$ cat src/include/tmx_pkg.sv
// constants and types shared by the timer 0/1 mode 0 and external interrupt block
// What this block does
// timer1 overflow sets flag, vectoring clears it
// timer0 overflow sets flag, vectoring clears it
// timer1 counts only while its run bit set
// timer0 counts only while its run bit set
// irq1 edge mode: falling edge sets flag
// irq1 level mode: flag mirrors low pin
// irq1 type: 1 edge, 0 level
// irq0 edge mode: falling edge sets flag
// irq0 level mode: flag mirrors low pin
// irq0 type: 1 edge, 0 level
// mode 0: five low plus eight high bits
// counter/timer select picks clock or pin
// gate set: count only while irq pin high
// wrap past all ones to zero, set flag
// overflow pin pulses high one cycle
// software masks top three low byte bits
// mode bits: 13bit, 16bit, reload, split; only 13bit counts here, the other three hold the count
// internal clock divided by four or twelve
// count pins synchronised, falling edge counts
package tmx_pkg;
    // register addresses on the special function register bus
    localparam logic [7:0] ADDR_CTL      = 8'h88;
    localparam logic [7:0] ADDR_MODE     = 8'h89;
    localparam logic [7:0] ADDR_TL0      = 8'h8a;
    localparam logic [7:0] ADDR_TL1      = 8'h8b;
    localparam logic [7:0] ADDR_TH0      = 8'h8c;
    localparam logic [7:0] ADDR_TH1      = 8'h8d;
    localparam logic [7:0] ADDR_PRESCALE = 8'h8e;
    // control register bit positions
    localparam int CTL_TF1 = 7;
    localparam int CTL_TR1 = 6;
    localparam int CTL_TF0 = 5;
    localparam int CTL_TR0 = 4;
    localparam int CTL_IE1 = 3;
    localparam int CTL_IT1 = 2;
    localparam int CTL_IE0 = 1;
    localparam int CTL_IT0 = 0;
    // mode register: field of timer n starts at n * MODE_FIELD_W
    localparam int MODE_FIELD_W = 4;
    localparam int MODE_SEL_LSB = 0;
    localparam int MODE_CT      = 2;
    localparam int MODE_GATE    = 3;
    // prescale register: fast bit of timer n at PRE_T0_BIT + n
    localparam int PRE_T0_BIT   = 3;
    // reset values
    localparam logic [7:0] MODE_RESET = 8'h00;
    localparam logic [1:0] PRE_RESET  = 2'h0;
    // mode 0 counter layout
    localparam int         LOW_BITS   = 5;
    localparam logic [12:0] CNT13_MAX = 13'h1fff;
    // divider ratios from the cpu clock
    localparam int DIV_SLOW_DEF = 12;
    localparam int DIV_FAST_DEF = 4;
    // synchronised pin indices
    localparam int PIN_IRQ0 = 0;
    localparam int PIN_IRQ1 = 1;
    localparam int PIN_CNT0 = 2;
    // timer mode encodings in mode bit order 00,01,10,11
    typedef enum logic [1:0] {
        MODE_13BIT,
        MODE_16BIT,
        MODE_8BIT_RELOAD,
        MODE_SPLIT
    } tmx_mode_t;
endpackage : tmx_pkg

$ cat src/tmx_timer_ctl.sv
// timer 0/1 mode 0 control, external interrupt detection and register access
`timescale 1ns/1ps
module tmx_timer_ctl
    import tmx_pkg::*;
#(
    parameter int DIV_SLOW = DIV_SLOW_DEF, // cpu cycles per slow timer tick
    parameter int DIV_FAST = DIV_FAST_DEF  // cpu cycles per fast timer tick
) (
    input  wire logic       clk_sys,
    input  wire logic       reset,
    input  wire logic [7:0] sfr_addr,
    input  wire logic       sfr_wr_en,
    input  wire logic [7:0] sfr_wdata,
    output logic      [7:0] sfr_rdata,
    input  wire logic       ext_irq0_pin,
    input  wire logic       ext_irq1_pin,
    input  wire logic       timer0_count_pin,
    input  wire logic       timer1_count_pin,
    input  wire logic       timer0_vector_ack,
    input  wire logic       timer1_vector_ack,
    input  wire logic       ext_irq0_vector_ack,
    input  wire logic       ext_irq1_vector_ack,
    output logic            timer0_overflow_flag,
    output logic            timer1_overflow_flag,
    output logic            ext_irq0_flag,
    output logic            ext_irq1_flag,
    output logic            timer0_overflow_pulse,
    output logic            timer1_overflow_pulse
);
    // divider counters are four bits wide
    initial begin
        if (DIV_FAST < 2 || DIV_SLOW <= DIV_FAST || DIV_SLOW > 16) begin
            $error("divider ratios out of range");
        end
    end

    localparam logic [3:0] SLOW_LAST = 4'(DIV_SLOW - 1);
    localparam logic [3:0] FAST_LAST = 4'(DIV_FAST - 1);

    typedef struct packed {
        logic [1:0] run;    // timer run bits
        logic [1:0] itype;  // irq type selects
        logic [1:0] iflag;  // irq flags
        logic [7:0] tmode;  // timer mode register
        logic [1:0] tfast;  // prescale fast bits
        logic [3:0] meta;   // first synchroniser stage
        logic [3:0] sync;   // second synchroniser stage
        logic [3:0] prev;   // delayed for edge detect
        logic [3:0] sdiv;   // slow divider
        logic [3:0] fdiv;   // fast divider
        logic       tick12; // slow tick pulse
        logic       tick4;  // fast tick pulse
        logic [7:0] rdata;  // read data
    } tmx_ctl_t;

    tmx_ctl_t    q, d;
    logic [3:0]  fall;       // falling edges of the synchronised pins
    logic        wr_ctl;     // control register write
    logic [12:0] cnt  [2];   // timer counts
    logic [2:0]  top  [2];   // undefined top bits of low bytes
    logic [1:0]  tflag;      // timer overflow flags
    logic [1:0]  tpulse;     // timer overflow pulses
    logic [1:0]  vack;       // timer vector acknowledges

    assign fall   = q.prev & ~q.sync;
    assign wr_ctl = sfr_wr_en && (sfr_addr == ADDR_CTL);
    assign vack   = {timer1_vector_ack, timer0_vector_ack};

    ////////////////////////////////////////////////////////////////////////
    // next state
    always_comb begin
        d = q;
        // all pins cross from outside: two stages, then an edge stage
        d.meta = {timer1_count_pin, timer0_count_pin, ext_irq1_pin, ext_irq0_pin};
        d.sync = q.meta;
        d.prev = q.sync;
        // free running dividers make one-cycle tick pulses
        d.sdiv   = (q.sdiv == SLOW_LAST) ? 4'h0 : q.sdiv + 4'h1;
        d.fdiv   = (q.fdiv == FAST_LAST) ? 4'h0 : q.fdiv + 4'h1;
        d.tick12 = (q.sdiv == SLOW_LAST);
        d.tick4  = (q.fdiv == FAST_LAST);
        // register writes
        if (wr_ctl) begin
            d.run   = {sfr_wdata[CTL_TR1], sfr_wdata[CTL_TR0]};
            d.itype = {sfr_wdata[CTL_IT1], sfr_wdata[CTL_IT0]};
        end
        if (sfr_wr_en && sfr_addr == ADDR_MODE) begin
            d.tmode = sfr_wdata;
        end
        if (sfr_wr_en && sfr_addr == ADDR_PRESCALE) begin
            d.tfast = sfr_wdata[PRE_T0_BIT+1:PRE_T0_BIT];
        end
        // irq0 flag
        if (q.itype[0]) begin
            // edge mode: a new edge wins over ack and software clear
            if (ext_irq0_vector_ack) begin
                d.iflag[0] = 1'b0;
            end
            if (wr_ctl) begin
                d.iflag[0] = sfr_wdata[CTL_IE0];
            end
            if (fall[PIN_IRQ0]) begin
                d.iflag[0] = 1'b1;
            end
        end else begin
            // level mode: writes are ignored, flag follows the pin
            d.iflag[0] = ~q.sync[PIN_IRQ0];
        end
        // irq1 flag
        if (q.itype[1]) begin
            if (ext_irq1_vector_ack) begin
                d.iflag[1] = 1'b0;
            end
            if (wr_ctl) begin
                d.iflag[1] = sfr_wdata[CTL_IE1];
            end
            if (fall[PIN_IRQ1]) begin
                d.iflag[1] = 1'b1;
            end
        end else begin
            d.iflag[1] = ~q.sync[PIN_IRQ1];
        end
        // read data registered; one cycle behind the address
        unique case (sfr_addr)
            ADDR_CTL:      d.rdata = {tflag[1], q.run[1], tflag[0], q.run[0],
                                      q.iflag[1], q.itype[1], q.iflag[0], q.itype[0]};
            ADDR_MODE:     d.rdata = q.tmode;
            ADDR_TL0:      d.rdata = {top[0], cnt[0][LOW_BITS-1:0]};
            ADDR_TL1:      d.rdata = {top[1], cnt[1][LOW_BITS-1:0]};
            ADDR_TH0:      d.rdata = cnt[0][12:LOW_BITS];
            ADDR_TH1:      d.rdata = cnt[1][12:LOW_BITS];
            ADDR_PRESCALE: d.rdata = {3'h0, q.tfast, 3'h0};
            default:       d.rdata = 8'h00;
        endcase
    end

    // state register
    always_ff @(posedge clk_sys) begin
        if (reset) begin
            q       <= '0;
            q.tmode <= MODE_RESET;
            q.tfast <= PRE_RESET;
            // synchroniser starts at the pins' idle high level, so no phantom
            // low reaches the level flags or the edge detectors after reset
            q.meta  <= '1;
            q.sync  <= '1;
            q.prev  <= '1;
        end else begin
            q <= d;
        end
    end

    ////////////////////////////////////////////////////////////////////////
    // the two timer channels
    for (genvar i = 0; i < 2; i++) begin : g_timer
        localparam int MB = i * MODE_FIELD_W;
        tmx_timer13 u_timer (
            .clk_sys    (clk_sys),
            .reset      (reset),
            .run        (q.run[i]),
            .gate       (q.tmode[MB+MODE_GATE]),
            .count_ext  (q.tmode[MB+MODE_CT]),
            .fast       (q.tfast[i]),
            .mode       (q.tmode[MB+MODE_SEL_LSB+1:MB+MODE_SEL_LSB]),
            .tick4      (q.tick4),
            .tick12     (q.tick12),
            .ext_edge   (fall[PIN_CNT0+i]),
            .gate_pin   (q.sync[PIN_IRQ0+i]),
            .wr_low     (sfr_wr_en && sfr_addr == ADDR_TL0 + 8'(i)),
            .wr_high    (sfr_wr_en && sfr_addr == ADDR_TH0 + 8'(i)),
            .wr_flag    (wr_ctl),
            .flag_wdata (sfr_wdata[i == 0 ? CTL_TF0 : CTL_TF1]),
            .wdata      (sfr_wdata),
            .vector_ack (vack[i]),
            .count      (cnt[i]),
            .low_top    (top[i]),
            .flag       (tflag[i]),
            .pulse      (tpulse[i])
        );
    end

    assign sfr_rdata             = q.rdata;
    assign ext_irq0_flag         = q.iflag[0];
    assign ext_irq1_flag         = q.iflag[1];
    assign timer0_overflow_flag  = tflag[0];
    assign timer1_overflow_flag  = tflag[1];
    assign timer0_overflow_pulse = tpulse[0];
    assign timer1_overflow_pulse = tpulse[1];
endmodule : tmx_timer_ctl

$ cat src/tmx_timer13.sv
// one 13-bit timer/counter channel with its overflow flag and pulse
`timescale 1ns/1ps
module tmx_timer13
    import tmx_pkg::*;
(
    input  wire logic        clk_sys,
    input  wire logic        reset,
    input  wire logic        run,
    input  wire logic        gate,
    input  wire logic        count_ext,
    input  wire logic        fast,
    input  wire logic [1:0]  mode,
    input  wire logic        tick4,
    input  wire logic        tick12,
    input  wire logic        ext_edge,
    input  wire logic        gate_pin,
    input  wire logic        wr_low,
    input  wire logic        wr_high,
    input  wire logic        wr_flag,
    input  wire logic        flag_wdata,
    input  wire logic [7:0]  wdata,
    input  wire logic        vector_ack,
    output logic      [12:0] count,
    output logic      [2:0]  low_top,
    output logic             flag,
    output logic             pulse
);
    typedef struct packed {
        logic [12:0] cnt;   // mode 0 count
        logic [2:0]  top;   // undefined top of low byte, kept as written
        logic        flag;  // overflow flag
        logic        pulse; // overflow pulse
    } tmx_t13_t;

    tmx_t13_t q, d;
    logic     step;   // a counting event this cycle
    logic     inc;    // count advances
    logic     wrap;   // count rolls over

    ////////////////////////////////////////////////////////////////////////
    // next state
    always_comb begin
        d       = q;
        d.pulse = 1'b0;
        // source: divided clock or pin edge, gated by run and gate pin
        step = run && (!gate || gate_pin) &&
               (count_ext ? ext_edge : (fast ? tick4 : tick12));
        unique case (tmx_mode_t'(mode))
            MODE_13BIT:       inc = step;
            // other modes are not built here; the count holds
            MODE_16BIT:       inc = 1'b0;
            MODE_8BIT_RELOAD: inc = 1'b0;
            MODE_SPLIT:       inc = 1'b0;
        endcase
        // a byte write wins over the increment in the bits it writes, so no wrap then
        wrap = inc && (q.cnt == CNT13_MAX) && !wr_low && !wr_high;
        if (inc) begin
            d.cnt = q.cnt + 13'h0001;
        end
        if (wrap) begin
            d.pulse = 1'b1;
        end
        if (wr_low) begin
            d.cnt[LOW_BITS-1:0] = wdata[LOW_BITS-1:0];
            d.top = wdata[7:LOW_BITS];
        end
        if (wr_high) begin
            d.cnt[12:LOW_BITS] = wdata;
        end
        // flag: set wins over vector clear and software write
        if (vector_ack) begin
            d.flag = 1'b0;
        end
        if (wr_flag) begin
            d.flag = flag_wdata;
        end
        if (wrap) begin
            d.flag = 1'b1;
        end
    end

    // state register
    always_ff @(posedge clk_sys) begin
        if (reset) begin
            q <= '0;
        end else begin
            q <= d;
        end
    end

    assign count   = q.cnt;
    assign low_top = q.top;
    assign flag    = q.flag;
    assign pulse   = q.pulse;
endmodule : tmx_timer13

$ cat config.mk
export PLATFORM = sky130hd
export DESIGN_NAME = tmx_timer_ctl
export DESIGN_NICKNAME = d
export VERILOG_FILES = /design/src/include/tmx_pkg.sv /design/src/tmx_timer_ctl.sv /design/src/tmx_timer13.sv
export SDC_FILE = /design/constraint.sdc
export NUM_CORES = 1
export LEC_CHECK = 0
export BUFFER_PORTS_ARGS = -buffer_cell sky130_fd_sc_hd__buf_2
export CORE_AREA = 3 3 70 138
export DETAILED_ROUTE_END_ITERATION = 6
export DIE_AREA = 0 0 73 141
export PLACE_DENSITY = 0.72
export SETUP_SLACK_MARGIN = 0.2
export SYNTH_ARGS = -nofsm -noshare
export SYNTH_HDL_FRONTEND = slang
export SYNTH_HIERARCHICAL = 1
export SYNTH_SLANG_ARGS = --single-unit
$ cat constraint.sdc
create_clock -name clk_sys -period 3.3 [get_ports clk_sys]
set_input_delay 0.165 -clock clk_sys [delete_from_list [all_inputs] [get_ports clk_sys]]
set_output_delay 0.165 -clock clk_sys [all_outputs]
set_load 0.005 [all_outputs]
## Word level (Yosys, flattened, before mapping)

Cells that the tools add are included.

- Logic and storage cells: 117
- Register bits after elaboration: 82
- Input port bits: 27

- $add $sub $neg: 4
- Reduce and logical (&&, ||, !) cells: 37
- Equality and inequality tests: 19
- Multiplexer cells: 29
- Bitwise gates (word level): 4

Operators by type and width:

| kind | number |
|---|---|
| equality test 8 bit, second input constant | 7 |
| case mux 8 bit (7 select lines) | 1 |
| two-way mux 8 bit | 4 |
| adder 13 x 1 -> 13 bit, second input constant | 2 |
| equality test 13 bit, second input constant | 2 |
| two-way mux 13 bit | 2 |
| two-way mux 1 bit | 20 |
| logical AND 1 bit | 17 |
| adder 4 x 1 -> 4 bit, second input constant | 2 |
| equality test 2 bit, second input constant | 4 |
| != test 4 x 2 -> 1 bit, second input constant | 2 |
| nonzero test 2 bit | 4 |
| logical NOT 1 bit | 6 |
| nonzero test 3 bit | 2 |
| OR reduction 3 bit | 2 |
| AND 4 bit | 1 |
| equality test 2 x 1 -> 1 bit, second input constant | 2 |
| equality test 4 x 2 -> 1 bit, second input constant | 1 |
| equality test 4 bit, second input constant | 1 |
| logical NOT 2 bit | 2 |
| inverter 4 bit | 1 |
| case mux 1 bit (2 select lines) | 2 |
| OR reduction 2 bit | 2 |
| logical OR 1 bit | 2 |
| inverter 1 bit | 2 |

## Longest topological paths before layout

- Depth in word-level cells: 9
- Depth in mapped cells: 9
- Depth with buffers taken out: 8

## Hierarchy

The synthesis kept the hierarchy.

Modules (own cells, without submodules):

| module | area an instance (µm²) | cells each | sequential area each (µm²) | instances |
|---|---|---|---|---|
| tmx_timer_ctl | 2,118.3 | 224 | 920.9 | 1 |
| tmx_timer13 | 1,046.0 | 130 | 360.3 | 2 |

## Least setup slack after synthesis

Ideal clock, no wire load.

- Path type: in2reg
- Start point: in sfr_addr[5]
- End point: reg g_timer[0].u_timer.q (netlist bit g_timer[0].u_timer/count[6])
- Setup time: 112 ps
- Stages: 8
- Path slack: 1,215 ps
- Arrival time: 1,973 ps
- Path through: or3b_1 or2_1 buf_6 nor2_1 and3_1 clkbuf_1 nor2_1 a2111oi_1

- Longest elaborated chain between the ends: 3
- Elaborated cells on any way between the ends: 4
- Classes of those cells: 1 x eq/ne; 1 x mux; 2 x reduce/logical

RTL lines:

| what | RTL line | text |
|---|---|---|
| start: declaration | tmx_timer_ctl.sv:11 | `input wire logic [7:0] sfr_addr,` |
| equality test 8 bit (*) | tmx_timer_ctl.sv:170 | `.wr_high (sfr_wr_en && sfr_addr == ADDR_TH0 + 8'(i)),` |
| logical AND 1 bit (*) | tmx_timer_ctl.sv:170 |  |
| two-way mux 8 bit or nonzero test 2 bit (tied branches) | -- |  |
| end signal: assignment | tmx_timer13.sv:85 | `q <= '0;` |
| end signal: assignment | tmx_timer13.sv:87 | `q <= d;` |
| end: declaration | tmx_timer13.sv:35 | `tmx_t13_t q, d;` |

Every way passes the cells marked *; elsewhere a longest branch is shown, timed or not.
A chain may end at the register's enable or synchronous reset.

## Worst setup path in the final report

- Start point: in sfr_addr[5]
- End point: reg g_timer[1].u_timer.q (netlist bit g_timer[1].u_timer/count[6])

- Longest elaborated chain between the ends: 3
- Elaborated cells on any way between the ends: 4
- Classes of those cells: 1 x eq/ne; 1 x mux; 2 x reduce/logical

RTL lines:

| what | RTL line |
|---|---|
| equality test 8 bit (*) | tmx_timer_ctl.sv:170 |
| logical AND 1 bit (*) | tmx_timer_ctl.sv:170 |
| two-way mux 8 bit or nonzero test 2 bit (tied branches) | -- |
| end signal: assignment | tmx_timer13.sv:85 |
| end signal: assignment | tmx_timer13.sv:87 |
| end: declaration | tmx_timer13.sv:35 |

Marks and branches as above.

==> results.yml <==
clocking:
  cts_tree: "done"
  cts_sinks: 82
  cts_max_level: 3
  cts-buffers-inserted: 9
  postCtsSetupRepairBufs: 0
  clk_latency_ps: 340
  cts.clk_slew.worst_paths_ps: 70
  cts-root-buf: "clkbuf_16"
  clockBufferDepth: 2
detailed_routing:
  ant_nets: 0
  drc: 0
  vias: 3808
  drt-pass1-iter-count: 5
  post_drt_via_cell_ratio: 6.23
  wl_um: 11300
  drt_iter0_markers: 336
  wl_per_cell_um: 18.5
synthesis:
  synthDistinctLibCells: 53
  synth-seq-cells: 82
  seq_area_frac_synth_pct: 39.0
  syn-instance-count: 484
  synth_warnings: 6
  ys_async_sr_fraction_pct: 0
  synth-edff-count: 0
  synth_ff_type: "dfxtp_1"
  syn-mean-instance-area_um2: 8.70
  syn-num-nets: 515
  synthesis.area_mm2: 0.00421
floorplan:
  start_util_pct: 48.3
  dieArea_mm2: 0.0103
  ios: 41
  die_height_um: 141
  die_x_um: 73
  rows: 48
  core_mm2: 0.00871
hold_path:
  min_path_type: "input pin to flip-flop"
status:
  outcome: "finished clean"
placement:
  io_buffer_count: 40
  place.gp.congestion: 0.918
  dp.final_hpwl_um: 8380
critical_path:
  crit_family: "simple AND/OR/NAND/NOR gates"
  crit_required_ps: 3500
  worstPathMaxFanout: 17
  crit_path_end_kind: "flip-flop"
  crit_type: "input pin to flip-flop"
  cp.arrival_ps: 2620
  cp-start-kind: "input pin"
  cp_slowest_stage_delay_ps: 540
  crit_chain: "buf_2 > or3b_1 > or2_1 > nor2_1 > and3_1 > inv_1 > nand2_1 > nor4_1 > a2111oi_1"
  cpMaxStageDelayCell: "and3_1"
  path_buf_inv: 2
global_route:
  grt_max_degree: 53
  antenna_found_initial: 0
  track_usage_pct: 22.5
  grt_pass1_vias: 3606
  grt_pass1_wl_um: 18200
  grt_overflow: 0
layout:
  diodes: 0
  drive_gt1_share_pct: 17.0
  syn_to_final_growth_pct: 12.1
  nets: 537
  fill_cells: 797
  final_cell_mix: "82 x dfxtp_1, 60 x nor2_1, 40 x buf_2, 29 x nand2_1, 25 x mux2i_1"
  mostFrequentLayoutCell: "dfxtp_1"
sta:
  whs_ps: 7.50
  min_period_ps: 2420
  maxSlewViolCount: 0
  fin_crit_sh_pct: 73.4
  timing.fmax_mhz: 413
  finalHoldViolations: 0
  worstMarginPinSlew_ps: 1020
  finClkSkew_ps: 11.7
  setup_viol: 0
  final.setup.tns_ps: 0
  slew_headroom_pct: 31.6
  rsz0062_at_grt: "no"
flow_run:
  cap_violations: 0
power:
  p_leak_nw: 1.80
  powerDensity_mw_per_mm2: 454
  irDropWorstVdd_mv: 0.302
[synthesized netlist by cell type, types with 3 or more instances]
cell type	instances	area share [%]
ha_1	4	1.2
buf_4	8	1.4
a31oi_1	6	0.89
a311oi_1	10	2.1
clkbuf_1	20	1.8
nand2b_1	6	0.89
and3_1	8	1.2
or3b_1	3	0.62
mux2i_1	25	5.9
nand4_1	8	1.2
and4_1	6	1.2
a2111oi_0	10	2.1
nor3_1	7	0.83
nand3_1	12	1.4
or2_2	12	1.8
nand2_1	29	2.6
mux2_2	11	2.9
nor2b_1	17	2.5
inv_1	18	1.6
nor4_1	13	1.9
dfxtp_1	82	39
a22oi_1	13	2.3
o31a_1	12	2.5
a21oi_1	15	1.8
nor3b_1	9	1.6
buf_2	6	0.71
nor2_1	60	5.3
or3_1	12	1.8
o21ai_0	6	0.71
[worst paths after layout]
path / start / end / slack, ps / depth (start not counted)
worst max-delay path: sfr_addr[5] / g_timer[1].u_timer/count[6] / 880 / 9
worst min-delay path: timer0_count_pin / d[24] / 7 / 2
worst max register to register: q[45] / g_timer[1].u_timer/count[6] / 1060 / 4
worst min register to register: d[22] / d[18] / 410 / 1
[cells by family (layout without fill, tap and decap cells)]
kind of cell | after synthesis | count (layout) | synth area share [%]
compound gates | 97 | 97 | 18.0
xor+xnor | 2 | 2 | 0.416
fa+ha+maj | 4 | 4 | 1.19
buf+inv | 53 | 80 | 5.79
flops | 82 | 82 | 39.0
mux | 37 | 37 | 9.42
simple gates | 209 | 209 | 26.2
[worst register-to-register path, stage by stage (launching register included)]
cell and delay [ps]:
dfxtp_1 410, or3b_1 530, or2_0 380, or3_1 380, a2111oi_1 420
[report_power, final]
group	switching, mW	total (mW)	internal [mW]	leakage [nW]
logic	0.0636	0.103	0.0397	0.994
clock network	0.427	1.03	0.598	0.145
registers	0.00870	1.01	1.00	0.664
total	0.500	2.14	1.64	1.80
[stage by stage]
stage / power [mW] / cells / worst slack [ps] / area, µm² / utilization (%)
3_3_place_gp: 1.13 / 592 / 727 / 4380 / 50.3
5_1_grt: 2.21 / 611 / 631 / 4720 / 54.2
6_report: 2.14 / 611 / 879 / 4720 / 54.2
2_1_floorplan: 1.09 / 484 / 1220 / 4210 / -
4_1_cts: 2.15 / 610 / 936 / 4710 / 54.1
3_5_place_dp: 1.13 / 592 / 620 / 4380 / 50.3
[what timing repair did]
item | 4_1_cts | 5_1_grt
gates resized for setup | 0 | 0
setup endpoints to repair | 0 | 0
hold buffers | 2 | 1
hold endpoints to repair | 2 | 1
[flip-flops by register name, indices dropped and copies added, names as in the netlist]
signal and flops:
g_timer.u_timer/pulse 2, ext_irq1_flag 1, d 8, sfr_rdata 8, ext_irq0_flag 1, g_timer.u_timer/low_top 6
q 28, g_timer.u_timer/flag 2, g_timer.u_timer/count 26
[layout make-up]
cell class / count / area (µm²) / share of cell area (%)
Clock buffer: 9 / 225 / 4.77
Clock inverter: 7 / 82.6 / 1.75
Inverter: 18 / 67.6 / 1.43
Multi-Input combinational cell: 349 / 2320 / 49.3
Sequential cell: 82 / 1640 / 34.8
Tap cell: 100 / 125 / 2.65
Timing Repair Buffer: 46 / 253 / 5.36
[routing by layer]
| layer | vias to the layer above | GRT usage, % | wire (µm) |
|---|---|---|---|
| li1 | 1825 | - | - |
| met1 | 1797 | 23.4 | 4170 |
| met2 | 139 | 40.3 | 6050 |
| met3 | 47 | 4.00 | 480 |
| met4 | 0 | 13.0 | 598 |
| met5 | - | 0 | 0 |
(Power assumes the default switching activity.)
